--- src/inc/portmr_pkg.sv ---
package portmr_pkg;
  // Hold field
  localparam int unsigned HOLD_W = 7;
  localparam logic [6:0] HOLD_MAX = 7'h7f;
  localparam logic [6:0] HOLD_RST = 7'h18;
  // Slow ticks per hold unit
  localparam int unsigned UNIT_TICKS = 4096;
  localparam int unsigned UNIT_W = 12;
  // Pin selection field
  localparam int unsigned PSEL_W = 5;
  localparam int unsigned NPINS = 32;
  localparam logic [4:0] PSEL_OFF = 5'h00;
  // Low frequency clock: 32 kHz tick from 100 MHz
  localparam int unsigned CLK_HZ = 100000000;
  localparam int unsigned SLOW_HZ = 32000;
  localparam int unsigned SLOW_DIV = CLK_HZ / SLOW_HZ;
  localparam int unsigned DIV_W = 12;
  localparam int unsigned CNT_W = HOLD_W + UNIT_W;
  typedef enum logic [1:0] {
    PORTMR_RST_NONE,
    PORTMR_RST_HW,
    PORTMR_RST_POR
  } portmr_rst_e;
endpackage

--- src/inc/portmr_sync_if.sv ---
interface portmr_sync_if;
  logic tick;
  logic pad_raw;
  logic gpio_raw;
  logic pad_s;
  logic gpio_s;
  modport src (output tick, output pad_raw, output gpio_raw, input pad_s, input gpio_s);
  modport snk (input tick, input pad_raw, input gpio_raw, output pad_s, output gpio_s);
endinterface

--- src/verilog/portmr_sync.sv ---
module portmr_sync (
  // Clock and reset
  input wire logic clk,
  input wire logic resetn,
  // Source side
  portmr_sync_if.snk sif
);
  import portmr_pkg::*;
  logic [1:0] pad_q, pad_d, gpio_q, gpio_d;

  // ==========================================
  // Two stage sampling on the slow tick
  always_comb begin
    pad_d = pad_q;
    gpio_d = gpio_q;
    if (sif.tick) begin
      pad_d = {pad_q[0], sif.pad_raw};
      gpio_d = {gpio_q[0], sif.gpio_raw};
    end
  end

  always_ff @(posedge clk or negedge resetn) begin
    if (!resetn) begin
      pad_q <= 2'h0;
      gpio_q <= 2'h0;
    end else begin
      pad_q <= pad_d;
      gpio_q <= gpio_d;
    end
  end

  assign sif.pad_s = pad_q[1];
  assign sif.gpio_s = gpio_q[1];
endmodule // portmr_sync

--- src/verilog/portmr_top.sv ---
// Contract
// - The hold counter starts counting slow ticks once the asserted pad or enabled gpio source has passed the two stage synchroniser.
// - If all sources release before the threshold, the counter clears to zero with no POR.
// - Overlapping sources keep the count running as one continuous assertion.
// - The pin selection field is cleared by every reset type, software reprograms it.
// - The hold field returns to its default on a POR only, software reprograms it.
// - The threshold is the hold field times 4096 periods of the slow clock.
// - Pin selection zero disables the gpio source; polarity 0 is active low, 1 active high.
// - A pad pulse shorter than the threshold gives a hardware reset, longer gives a POR; with the hold field at zero every pad pulse gives a hardware reset.
// - A reset source forces the slow oscillator on even if software disabled it.
module portmr_top (
  // Clock and reset
  input wire logic clk,
  input wire logic resetn,
  // Reset sources
  input wire logic reset_pad,
  input wire logic [31:0] gpio_in,
  // Configuration written by software
  input wire logic cfg_we,
  input wire logic [portmr_pkg::PSEL_W-1:0] cfg_pin_select,
  input wire logic cfg_polarity,
  input wire logic [portmr_pkg::HOLD_W-1:0] cfg_hold,
  input wire logic osc_sw_enable,
  input wire logic sw_reset,
  // Status and reset outputs
  output logic [portmr_pkg::PSEL_W-1:0] pin_select,
  output logic polarity,
  output logic [portmr_pkg::HOLD_W-1:0] hold,
  output logic low_freq_rc_oscillator_en,
  output logic por_pulse,
  output logic hw_reset_pulse,
  output logic [portmr_pkg::CNT_W-1:0] count
);
  import portmr_pkg::*;

  function automatic logic gpio_active(input logic [NPINS-1:0] hits,
                                       input logic [PSEL_W-1:0] sel);
    gpio_active = (sel != PSEL_OFF) && hits[sel];
  endfunction

  // ==========================================
  // Per pin polarity match
  logic [NPINS-1:0] pin_match;
  for (genvar gi = 0; gi < NPINS; gi++) begin : g_match
    assign pin_match[gi] = (gpio_in[gi] == polarity);
  end

  // ==========================================
  // Slow clock divider
  logic [DIV_W-1:0] div_q, div_d;
  logic tick;
  logic src_any;
  always_comb begin
    div_d = div_q;
    tick = 1'b0;
    if (low_freq_rc_oscillator_en) begin
      if (div_q == DIV_W'(SLOW_DIV - 1)) begin
        div_d = '0;
        tick = 1'b1;
      end else begin
        div_d = div_q + 1'b1;
      end
    end
  end
  assign low_freq_rc_oscillator_en = osc_sw_enable | src_any | (count != '0);

  always_ff @(posedge clk or negedge resetn) begin
    if (!resetn) begin
      div_q <= '0;
    end else begin
      div_q <= div_d;
    end
  end

  // ==========================================
  // Source synchronisers
  portmr_sync_if sif ();
  assign sif.tick = tick;
  assign sif.pad_raw = reset_pad;
  assign sif.gpio_raw = gpio_active(pin_match, pin_select);
  portmr_sync u_sync (
    .clk(clk),
    .resetn(resetn),
    .sif(sif)
  );
  // Fast look at raw sources only drives the oscillator request
  assign src_any = reset_pad | sif.gpio_raw;

  // ==========================================
  // Configuration and counter
  logic [PSEL_W-1:0] psel_q, psel_d;
  logic pol_q, pol_d;
  logic [HOLD_W-1:0] hold_q, hold_d;
  logic [CNT_W-1:0] cnt_q, cnt_d;
  logic fired_q, fired_d;
  logic pad_seen_q, pad_seen_d;
  logic por_q, por_d, hw_q, hw_d;
  logic asserted;
  logic [CNT_W-1:0] thresh;

  assign asserted = sif.pad_s | sif.gpio_s;
  assign thresh = {hold_q, UNIT_W'(0)};

  // ==========================================
  // Configuration fields, reset clear wins over a write
  always_comb begin
    psel_d = psel_q;
    pol_d = pol_q;
    hold_d = hold_q;
    if (cfg_we) begin
      psel_d = cfg_pin_select;
      pol_d = cfg_polarity;
      hold_d = cfg_hold;
    end
    if (por_q == 1'b1) begin
      hold_d = HOLD_RST;
    end
    if (sw_reset || hw_q || por_q) begin
      psel_d = PSEL_OFF;
      pol_d = 1'b0;
    end
  end

  always_ff @(posedge clk or negedge resetn) begin
    if (!resetn) begin
      psel_q <= PSEL_OFF;
      pol_q <= 1'b0;
      hold_q <= HOLD_RST;
    end else begin
      psel_q <= psel_d;
      pol_q <= pol_d;
      hold_q <= hold_d;
    end
  end

  // ==========================================
  // Hold counter and reset requests
  always_comb begin
    cnt_d = cnt_q;
    fired_d = fired_q;
    pad_seen_d = pad_seen_q;
    por_d = 1'b0;
    hw_d = 1'b0;
    if (tick) begin
      if (asserted) begin
        if (!fired_q) begin
          cnt_d = cnt_q + 1'b1;
          if (sif.pad_s) begin
            pad_seen_d = 1'b1;
          end
          if ((cnt_q + 1'b1) >= thresh && thresh != '0) begin
            por_d = 1'b1;
            fired_d = 1'b1;
          end
        end
      end else begin
        cnt_d = '0;
        fired_d = 1'b0;
        pad_seen_d = 1'b0;
        hw_d = pad_seen_q && !fired_q;
      end
    end
  end

  always_ff @(posedge clk or negedge resetn) begin
    if (!resetn) begin
      cnt_q <= '0;
      fired_q <= 1'b0;
      pad_seen_q <= 1'b0;
      por_q <= 1'b0;
      hw_q <= 1'b0;
    end else begin
      cnt_q <= cnt_d;
      fired_q <= fired_d;
      pad_seen_q <= pad_seen_d;
      por_q <= por_d;
      hw_q <= hw_d;
    end
  end

  assign pin_select = psel_q;
  assign polarity = pol_q;
  assign hold = hold_q;
  assign count = cnt_q;
  assign por_pulse = por_q;
  assign hw_reset_pulse = hw_q;
endmodule // portmr_top
--- config.mk ---
export PLATFORM = sky130hd
export DESIGN_NAME = portmr_top
export DESIGN_NICKNAME = d
export VERILOG_FILES = /design/src/inc/portmr_pkg.sv /design/src/inc/portmr_sync_if.sv /design/src/verilog/portmr_sync.sv /design/src/verilog/portmr_top.sv
export SDC_FILE = /design/constraint.sdc
export NUM_CORES = 1
export LEC_CHECK = 0
export CELL_PAD_IN_SITES_DETAIL_PLACEMENT = 0
export CELL_PAD_IN_SITES_GLOBAL_PLACEMENT = 2
export CORE_MARGIN = 2
export CORE_UTILIZATION = 42
export CTS_BUF_LIST = sky130_fd_sc_hd__clkbuf_8 sky130_fd_sc_hd__clkbuf_16
export CTS_CLUSTER_SIZE = 24
export DETAILED_ROUTE_END_ITERATION = 8
export DONT_BUFFER_PORTS = 1
export PLACE_DENSITY = 0.83
export SLEW_MARGIN = 40
export SYNTH_ARGS = -nofsm -noshare
export SYNTH_HDL_FRONTEND = slang
export SYNTH_SLANG_ARGS = --single-unit
--- constraint.sdc ---
create_clock -name clk -period 8.1 [get_ports clk]
set_input_delay 1.62 -clock clk [delete_from_list [all_inputs] [get_ports clk]]
set_output_delay 1.62 -clock clk [all_outputs]
set_load 0.005 [all_outputs]
==> results.cfg, run 1 <==
[outcome]
status = completed

[grt]
met3_usage = 0.0457
grt_pass1_vias = 2615
grt_busiest_layer = met2
grt-ovfl-total = 0
met2_usage = 0.315
grt_pass1_wl_um = 13500
grt_max_degree = 53
grtUsageMet1 = 0.262
antenna_found_initial = 0
grtUsageTotal = 0.197

[hold_path]
worstHoldEndpoint = div_q[9]$_DFFE_PN0P_
hold_class = register to register
min_path_cells = 1
worstHoldStart = div_q[9]$_DFFE_PN0P_

[route]
via_count = 2646
drt_pass1_iterations = 4
ant_nets = 0
drc = 0
routed_via_density = 6.00
wire_per_inst_um = 18.9
dr.first_iter.drc_count = 92
routed_wl_um = 8340

[logic_synthesis]
async_reset_ff_frac = 1.00
avgSynthCellArea_um2 = 9.62
synthCells = 352
synth_top_cell_area_share = 0.370
synth_cell_type_count = 64
yosys_warnings = 0
ys.flop_type = dfrtp_1
ys_ff_latch = 52
syn_nets = 414
ys_seq_area_frac = 0.385
yosysTopAreaCell = dfrtp_1
synth.area.top_cells = dfrtp_1, mux4_2, mux2i_1, ha_1, nor2_1
synth_area_um2 = 3380
synth_edf_count = 0

[clock_network]
cts_tree = done
cts_setup_buffers = 0
ctsHoldBuffers = 0
worstSkewPairLatency_ns = 0.32
ctsResizeCount = 0
clk_path_buf_depth = 2
cts_buffers = 5
clkTransAtPathRegs_ns = 0.10
cts-root-buf = clkbuf_8
htreeDepth = 2
clock-sinks = 52

[critical_path]
cp-start-kind = input port
critPathRequiredTime_ns = 6.48
r2r_end = fired_q$_DFFE_PN0P_
path_buf_inv = 1
critPathKind = input port to output port
r2r_slack_ns = 4.15
cp_top_family = simple AND/OR/NAND/NOR gates
path_cells = mux4_2 > mux2i_1 > o22ai_1 > a21boi_0 > and3_1 > clkinv_4
crit_slowest_cell = and3_1
reg2reg_depth = 14
max_stage_delay_ns = 0.67
cp-end-kind = output port
crit_arrival_ns = 3.49
r2r-start = count[1]$_DFFE_PN0P_
worstPathMaxFanout = 18

[finish]
area_growth_pct = 4.55
fillers = 767
final_common_cell = dfrtp_1
stdcell_count = 441
final_cell_mix = dfrtp_1, nor2_1, nand2_1, nand3_1, o21ai_0
drive_gt1_frac = 0.106
nets = 400
n_antenna_cell = 0

[pwr]
p_comb_frac = 0.070
total_power_w = 0.000501
peakVddDrop_mv = 0.0726
power_density_nw_per_um2 = 142
seqPwrFrac = 0.551
sw_frac_of_total = 0.244
p_int_w = 0.000379
leakage_nw = 1.42
clkPwrFrac = 0.379
p_sw_w = 0.000122

[timing]
min_period_ns = 5.11
skew_ns = 0.00833
rsz0062_at_grt = false
tightestPinTransition_ns = 0.748
finalCritPeriodShare = 0.631
finalSetupViolations = 0
slew_headroom = 0.496
final_hold_viol_count = 0
fmax_mhz = 196
drv_slew = 0
tns_ns = 0

[placement]
post-place-cells = 433
numPortBuffers = 0
place_congestion = 0.780
dp_hpwl_um = 5920

[floorplanning]
core_um2 = 7770
std_cell_rows = 32
initial_core_util = 0.436
io_pins = 86
fp.dieW_um = 93.8
dieArea_um2 = 8790
die_h_um = 93.8

[run]
maxCapViolations = 0
-- power by group through the flow --
| stage | Clock (W) | Sequential, W | Combinational [W] |
|---|---|---|---|
| after floorplan | 0 | 0.000276 | 0.0000356 |
| after global placement | 0 | 0.000281 | 0.0000345 |
| after detailed placement | 0 | 0.000281 | 0.0000352 |
| after CTS | 0.000196 | 0.000276 | 0.0000355 |
| after global routing | 0.000205 | 0.000278 | 0.0000394 |
| final | 0.000190 | 0.000276 | 0.0000353 |
-- Yosys cell counts (all sizes together), types with 2 or more instances --
master,count
dfrtp,50
nor2,32
nand2,22
nand3,19
o21ai,18
clkbuf,17
inv,16
mux2i,16
a31oi,14
o31ai,14
a21oi,13
and3,12
ha,11
xor2,10
mux4,8
nor4,7
buf,6
nand4,5
xnor2,5
a21o,4
mux2,4
a22o,3
and2,3
nand2b,3
nor3,3
o2bb2ai,3
a211oi,2
and4,2
clkinv,2
dfstp,2
nor2b,2
o211ai,2
o41ai,2
or3,2
or4,2
-- layout make-up --
class	instances	area [um2]	area share
Sequential cell	52	1300	0.368
Timing Repair Buffer	2	15.0	0.00424
Inverter	18	72.6	0.0205
Clock buffer	5	68.8	0.0194
Clock inverter	3	46.3	0.0131
Tap cell	102	128	0.0361
Multi-Input combinational cell	259	1900	0.538
-- routing by layer --
layer  part of all wire  wire length [um]  vias up
met1               0.45              3790     1310
met3              0.051               424       11
met2               0.48              3980       57
li1                   -                 -     1268
met4              0.018               148        0
met5                  0                 0        -
-- how the worst max path moves through the flow --
stage | from | to | slack (ns) | cells past startpoint
global route | gpio_in[23] | low_freq_rc_oscillator_en | 2.82 | 6
floorplan | gpio_in[7] | low_freq_rc_oscillator_en | 3.38 | 7
detailed placement | gpio_in[23] | low_freq_rc_oscillator_en | 2.96 | 6
finish | gpio_in[23] | low_freq_rc_oscillator_en | 2.99 | 6
global placement | gpio_in[23] | low_freq_rc_oscillator_en | 3.03 | 6
CTS | gpio_in[23] | low_freq_rc_oscillator_en | 2.97 | 6
-- logic make-up after synthesis --
family / Yosys count / synth area share
buffers and inverters: 41 / 0.0547
AND/OR/NAND/NOR: 120 / 0.186
XOR/XNOR: 15 / 0.0388
AO/OA/AOI/OAI: 85 / 0.176
adder cells (fa/ha/maj): 11 / 0.0407
multiplexers: 28 / 0.119
flip-flops: 52 / 0.385
-- through the flow --
stage | utilization | instance area, um2 | hold WS [ns] | setup slack (ns)
2_1_floorplan | - | 3380 | 0.438 | 3.38
3_3_place_gp | 0.440 | 3410 | 0.470 | 3.03
3_5_place_dp | 0.440 | 3410 | 0.468 | 2.96
4_1_cts | 0.454 | 3530 | 0.493 | 2.97
5_1_grt | 0.456 | 3540 | 0.516 | 2.82
6_report | 0.456 | 3540 | 0.498 | 2.99
-- state kept, by name, indices dropped and copies added, names as in the netlist --
register / flops
pin_select: 5
hold: 7
u_sync.gpio_q: 2
pad_seen_q: 1
polarity: 1
div_q: 12
count: 19
por_pulse: 1
hw_reset_pulse: 1
fired_q: 1
u_sync.pad_q: 2
No activity file was read; power rests on OpenSTA's default activity.
==> run 2, diff against run 1 <==
Settings changed: ABC_AREA from default to 1, CORE_UTILIZATION 42 to 35, PLACE_DENSITY 0.83 to 0.77.
Clock period 8.1 ns to 5.1 ns, I/O delays scaled along.
==> run 2 against run 1 <==
Synthesized cell count grew 37%. Non-clock buffer count shrank 1. First-iteration DRC count grew 46%. Total power grew 100%. Flip-flop and latch count is the same. Sequential power grew 87%. Clock power grew 62%. Sequential share of layout area shrank 0.75 points. Hold slack lost 0.11 ns. Combinational power grew to 5.3 times the previous value. Routed wire length grew 7.9%. Count of clock-buffer cells in the layout grew 1. Highest routed layer unchanged.
==> results.cfg, run 2 <==
[grt]
grt-ovfl-total = 0
grtUsageTotal = 0.177
grt_pass1_vias = 2880
grt_max_degree = 53
antenna_found_initial = 0
grt_pass1_wl_um = 14600

[route]
drc = 0
dr.first_iter.drc_count = 134
via_count = 2999
routed_wl_um = 9000
drt_pass1_iterations = 4
routed_via_density = 4.93
wire_per_inst_um = 14.8
ant_nets = 0

[critical_path]
critPathKind = register to output port
max_stage_delay_ns = 0.76
critPathRequiredTime_ns = 4.08
path_cells = inv_6 > nand2_1 > nand3_1 > nand3_1 > nand3_1 > nand3_1 > nand2_1 > nand2_2 > nand3_4 > nand2_4
worstPathMaxFanout = 35
crit_top_cell = nand3_1
cp-end-kind = output port
cp-start-kind = register
crit_slowest_cell = dfrtp_1
crit_arrival_ns = 2.30

[placement]
post-place-cells = 600
numPortBuffers = 0
dp_hpwl_um = 6680
place_congestion = 0.789

[clock_network]
ctsHoldBuffers = 0
clkTransAtPathRegs_ns = 0.10
ctsResizeCount = 0
cts_setup_buffers = 0
clk_path_buf_depth = 2
worstSkewPairLatency_ns = 0.31
clock-sinks = 52
cts-root-buf = clkbuf_8
cts_buffers = 5
htreeDepth = 2
cts_tree = done

[finish]
stdcell_count = 608
nets = 536
area_growth_pct = 5.56
drive_gt1_frac = 0.0463
final_cell_mix = nand2_1, nand3_1, inv_1, dfrtp_1, nor2_1
largest_reg_flops = 19
final_common_cell = nand2_1
n_antenna_cell = 0

[pwr]
leakage_nw = 1.72
peakVddDrop_mv = 0.100
total_power_w = 0.00101
power_density_nw_per_um2 = 280

[logic_synthesis]
async_reset_ff_frac = 1.00
yosysTopAreaCell = dfrtp_1
yosysMostFrequentCell = nand2_1
ys_seq_area_frac = 0.381
ys.flop_type = dfrtp_1
yosys_warnings = 0
syn_nets = 543
synth.area.top_cells = dfrtp_1, nand2_1, nand3_1, inv_1, nor2_1
synthCells = 481
synth_cell_type_count = 30
avgSynthCellArea_um2 = 7.11
synth_area_um2 = 3420
synth_top_cell_area_share = 0.366
ys_ff_latch = 52
synth_edf_count = 0
ys_top_cells_by_count = nand2_1, nand3_1, inv_1

[timing]
hold_slack_ns = 0.388
final_hold_viol_count = 0
min_period_ns = 3.32
drv_slew = 0
tightestPinTransition_ns = 0.752
finalCritPeriodShare = 0.650
skew_ns = 0.00932
rsz0062_at_grt = false
tns_ns = 0
fmax_mhz = 301
finalSetupViolations = 0
slew_headroom = 0.497

[floorplanning]
fp.dieW_um = 103
io_pins = 86
initial_core_util = 0.355
dieArea_um2 = 10600
std_cell_rows = 36
die_h_um = 103
core_um2 = 9640

[hold_path]
hold_class = input port to async pin

[run]
maxCapViolations = 0

[outcome]
status = completed
run 2: worst max-delay path, delay by kind of cell (launching register included):
kind / cells / cell delay, ns
buf+inv: 1 / 0.15
flops: 1 / 0.76
simple gates: 9 / 1.07
run 2: cell families after synthesis:
group | share of synthesized area
and+or+nand+nor | 0.392
buffers and inverters | 0.0947
DFF | 0.381
AOI/OAI and AO/OA | 0.0614
xor gates and xnor gates | 0.0307
adders and majority gates | 0.0402
run 2: through the flow:
| step | area [um2] | util | setup WS (ns) |
|---|---|---|---|
| 3_5_place_dp | 3490 | 0.362 | 1.81 |
| 2_1_floorplan | 3420 | - | 2.13 |
| 3_3_place_gp | 3490 | 0.362 | 1.87 |
| 4_1_cts | 3610 | 0.375 | 1.72 |
| 6_report | 3610 | 0.375 | 1.78 |
| 5_1_grt | 3610 | 0.375 | 1.30 |
run 2: area by class of cell:
cell class	instances	area (um2)
clock inverters	2	38.8
inverters	57	219
well taps	133	166
flip-flops and latches	52	1300
multi-input cells	357	1790
clock buffers	6	82.6
repair buffers	1	7.51
fillers	1060	6030
run 2: path summary, 6_finish.rpt:
path                                               from                      endpoint  slack (ns)  cells past startpoint
max                           pin_select[0]$_DFFE_PN0P_     low_freq_rc_oscillator_en        1.78                     10
min                                              resetn     pin_select[0]$_DFFE_PN0P_        0.39                      0
max reg2reg                        count[2]$_DFFE_PN0P_           fired_q$_DFFE_PN0P_        1.81                     23
min reg2reg                u_sync.gpio_q[0]$_DFFE_PN0P_  u_sync.gpio_q[0]$_DFFE_PN0P_        0.51                      2
max in group asynchronous                        resetn           hold[4]$_DFFE_PN1P_        4.53                      0
min in group clk           u_sync.gpio_q[0]$_DFFE_PN0P_  u_sync.gpio_q[0]$_DFFE_PN0P_        0.51                      2
run 2: routing by layer:
layer,track usage,vias to the layer above,wire [um]
li1,-,1559,-
met1,0.222,1353,3990
met2,0.306,74,4280
met3,0.0373,13,559
met4,0.0536,0,170
met5,0,-,0
run 2: power breakdown:
| group | internal, W | leakage (nW) | switching [W] |
|---|---|---|---|
| sequential | 0.000461 | 0.667 | 0.0000561 |
| combinational | 0.0000692 | 0.989 | 0.000119 |
| clock | 0.000161 | 0.0614 | 0.000147 |
| total | 0.000691 | 1.72 | 0.000322 |
==> run 3, diff against run 2 <==
Settings changed: CORE_UTILIZATION 35 to 31, PLACE_DENSITY 0.77 to 0.72.
Clock period 5.1 ns to 3 ns, I/O delays scaled along.
==> run 3 against run 2 <==
Setup slack got worse by 1.7 ns. Flip-flop and latch count unchanged. Count of clock-buffer cells in the layout decreased by 1. Clock skew decreased by 0.0026 ns. Die area increased by 12%. Sequential power increased by 68%.
==> results.cfg, run 3 (synthesized netlist as in run 2, its figures left out) <==
[route]
via_count = 3170
dr.first_iter.drc_count = 147
wire_per_inst_um = 14.9
routed_via_density = 4.90
drc = 0
drt_pass1_iterations = 4
ant_nets = 0
routed_wl_um = 9640

[floorplanning]
fp.dieW_um = 109
core_um2 = 10800
die_h_um = 109
io_pins = 86
initial_core_util = 0.317
std_cell_rows = 38
dieArea_um2 = 11900

[finish]
nets = 568
drive_gt1_frac = 0.134
largest_reg_flops = 19
fin_util = 0.363
area_growth_pct = 14.3
final_common_cell = nand2_1
n_antenna_cell = 0
final_cell_mix = nand2_1, nand3_1, inv_1, dfrtp_1, nor2_1

[timing]
fmax_mhz = 343
finalCritPeriodShare = 0.972
drv_slew = 0
rsz0062_at_grt = true
min_period_ns = 2.92
finalSetupViolations = 0
slew_headroom = 0.581
tns_ns = 0
skew_ns = 0.00667
tightestPinTransition_ns = 0.623
setup_ws_ns = 0.0847
hold_slack_ns = 0.118
final_hold_viol_count = 0

[outcome]
status = completed

[placement]
numPortBuffers = 0
pre_cts_slack_ns = -0.0276
dp_hpwl_um = 7200
place_congestion = 0.774

[clock_network]
cts_tree = done
clk_path_buf_depth = 2
cts-root-buf = clkbuf_8
clock-sinks = 52
worstSkewPairLatency_ns = 0.31
clkTransAtPathRegs_ns = 0.11
cts_buffers = 5
htreeDepth = 2

[pwr]
leakage_nw = 1.88
total_power_w = 0.00166
power_density_nw_per_um2 = 424
peakVddDrop_mv = 0.203

[critical_path]
cp-start-kind = register
crit_arrival_ns = 3.16
r2r-start = count[4]$_DFFE_PN0P_
critPathRequiredTime_ns = 3.24
critPathKind = register to register
cp-end-kind = register
worstPathMaxFanout = 3
crit_path_start = count[4]$_DFFE_PN0P_

[grt]
grt_pass1_vias = 3102
grt_max_degree = 51
grtUsageTotal = 0.167
antenna_found_initial = 0
grt_pass1_wl_um = 15500
grt-ovfl-total = 0

[hold_path]
hold_class = input port to async pin

[run]
maxCapViolations = 0
run 3: where the power goes:
group | switching, W | leakage [nW] | internal (W) | total (W)
sequential | 0.0000879 | 0.666 | 0.000783 | 0.000871
clock | 0.000267 | 0.0491 | 0.000173 | 0.000440
combinational | 0.000223 | 1.16 | 0.000126 | 0.000349
run 3: worst paths after layout:
path                            cells after the start  slack [ns]                            to
worst max-delay path                               21        0.08           por_pulse$_DFF_PN0_
worst min-delay path                                0        0.12           hold[3]$_DFFE_PN1P_
worst max register to register                     21        0.08           por_pulse$_DFF_PN0_
worst min register to register                      2        0.51  u_sync.gpio_q[0]$_DFFE_PN0P_
max in group asynchronous                           1        2.61          count[7]$_DFFE_PN0P_
min in group clk                                    2        0.42           hold[1]$_DFFE_PN0P_
run 3: per-layer routing:
layer	vias to the layer above	share of wire	global-route usage	wire length [um]
li1	1625	-	-	-
met1	1482	0.45	0.212	4360
met2	58	0.49	0.297	4760
met3	5	0.049	0.0311	469
met4	0	0.0055	0.0275	53
met5	-	0	0	0
run 3: metrics by stage:
stage / instance area [um2] / cells
2_1_floorplan: 3420 / 481
3_3_place_gp: 3670 / 630
3_5_place_dp: 3670 / 630
4_1_cts: 3810 / 640
5_1_grt: 3910 / 647
6_report: 3910 / 647
run 3: timing repair:
action / in CTS / in global routing
gates resized for setup: 2 / 12
endpoints found under the setup margin: 2 / 2
hold buffers: 1 / 0
pin swaps: 1 / 6
hold endpoints to repair: 50 / 0
setup buffers: 1 / 7
run 3: final cells by class:
type                    instances  area, um2
fillers                      1171       6880
multi-input cells             357       1850
flip-flops and latches         52       1310
repair buffers                 33        268
inverters                      57        219
well taps                     140        175
clock buffers                   5       68.8
clock inverters                 3       26.3
run 3: worst max-delay path: stages (launching register included):
cell and delay [ns]:
dfrtp_1 0.38, buf_4 0.13, nand2_1 0.07, nor2_1 0.15, nand2_1 0.10, nor3_2 0.11
nand4_1 0.17, buf_4 0.19, xor2_1 0.16, ha_1 0.33, nand2_2 0.07, nor2_1 0.10
nand2_1 0.06, nor2_1 0.08, nand2_1 0.05, nor2_1 0.09, nand2_1 0.06, nor2_1 0.10
nand2_1 0.06, a21oi_2 0.14, nand3_2 0.10, nor3_2 0.16
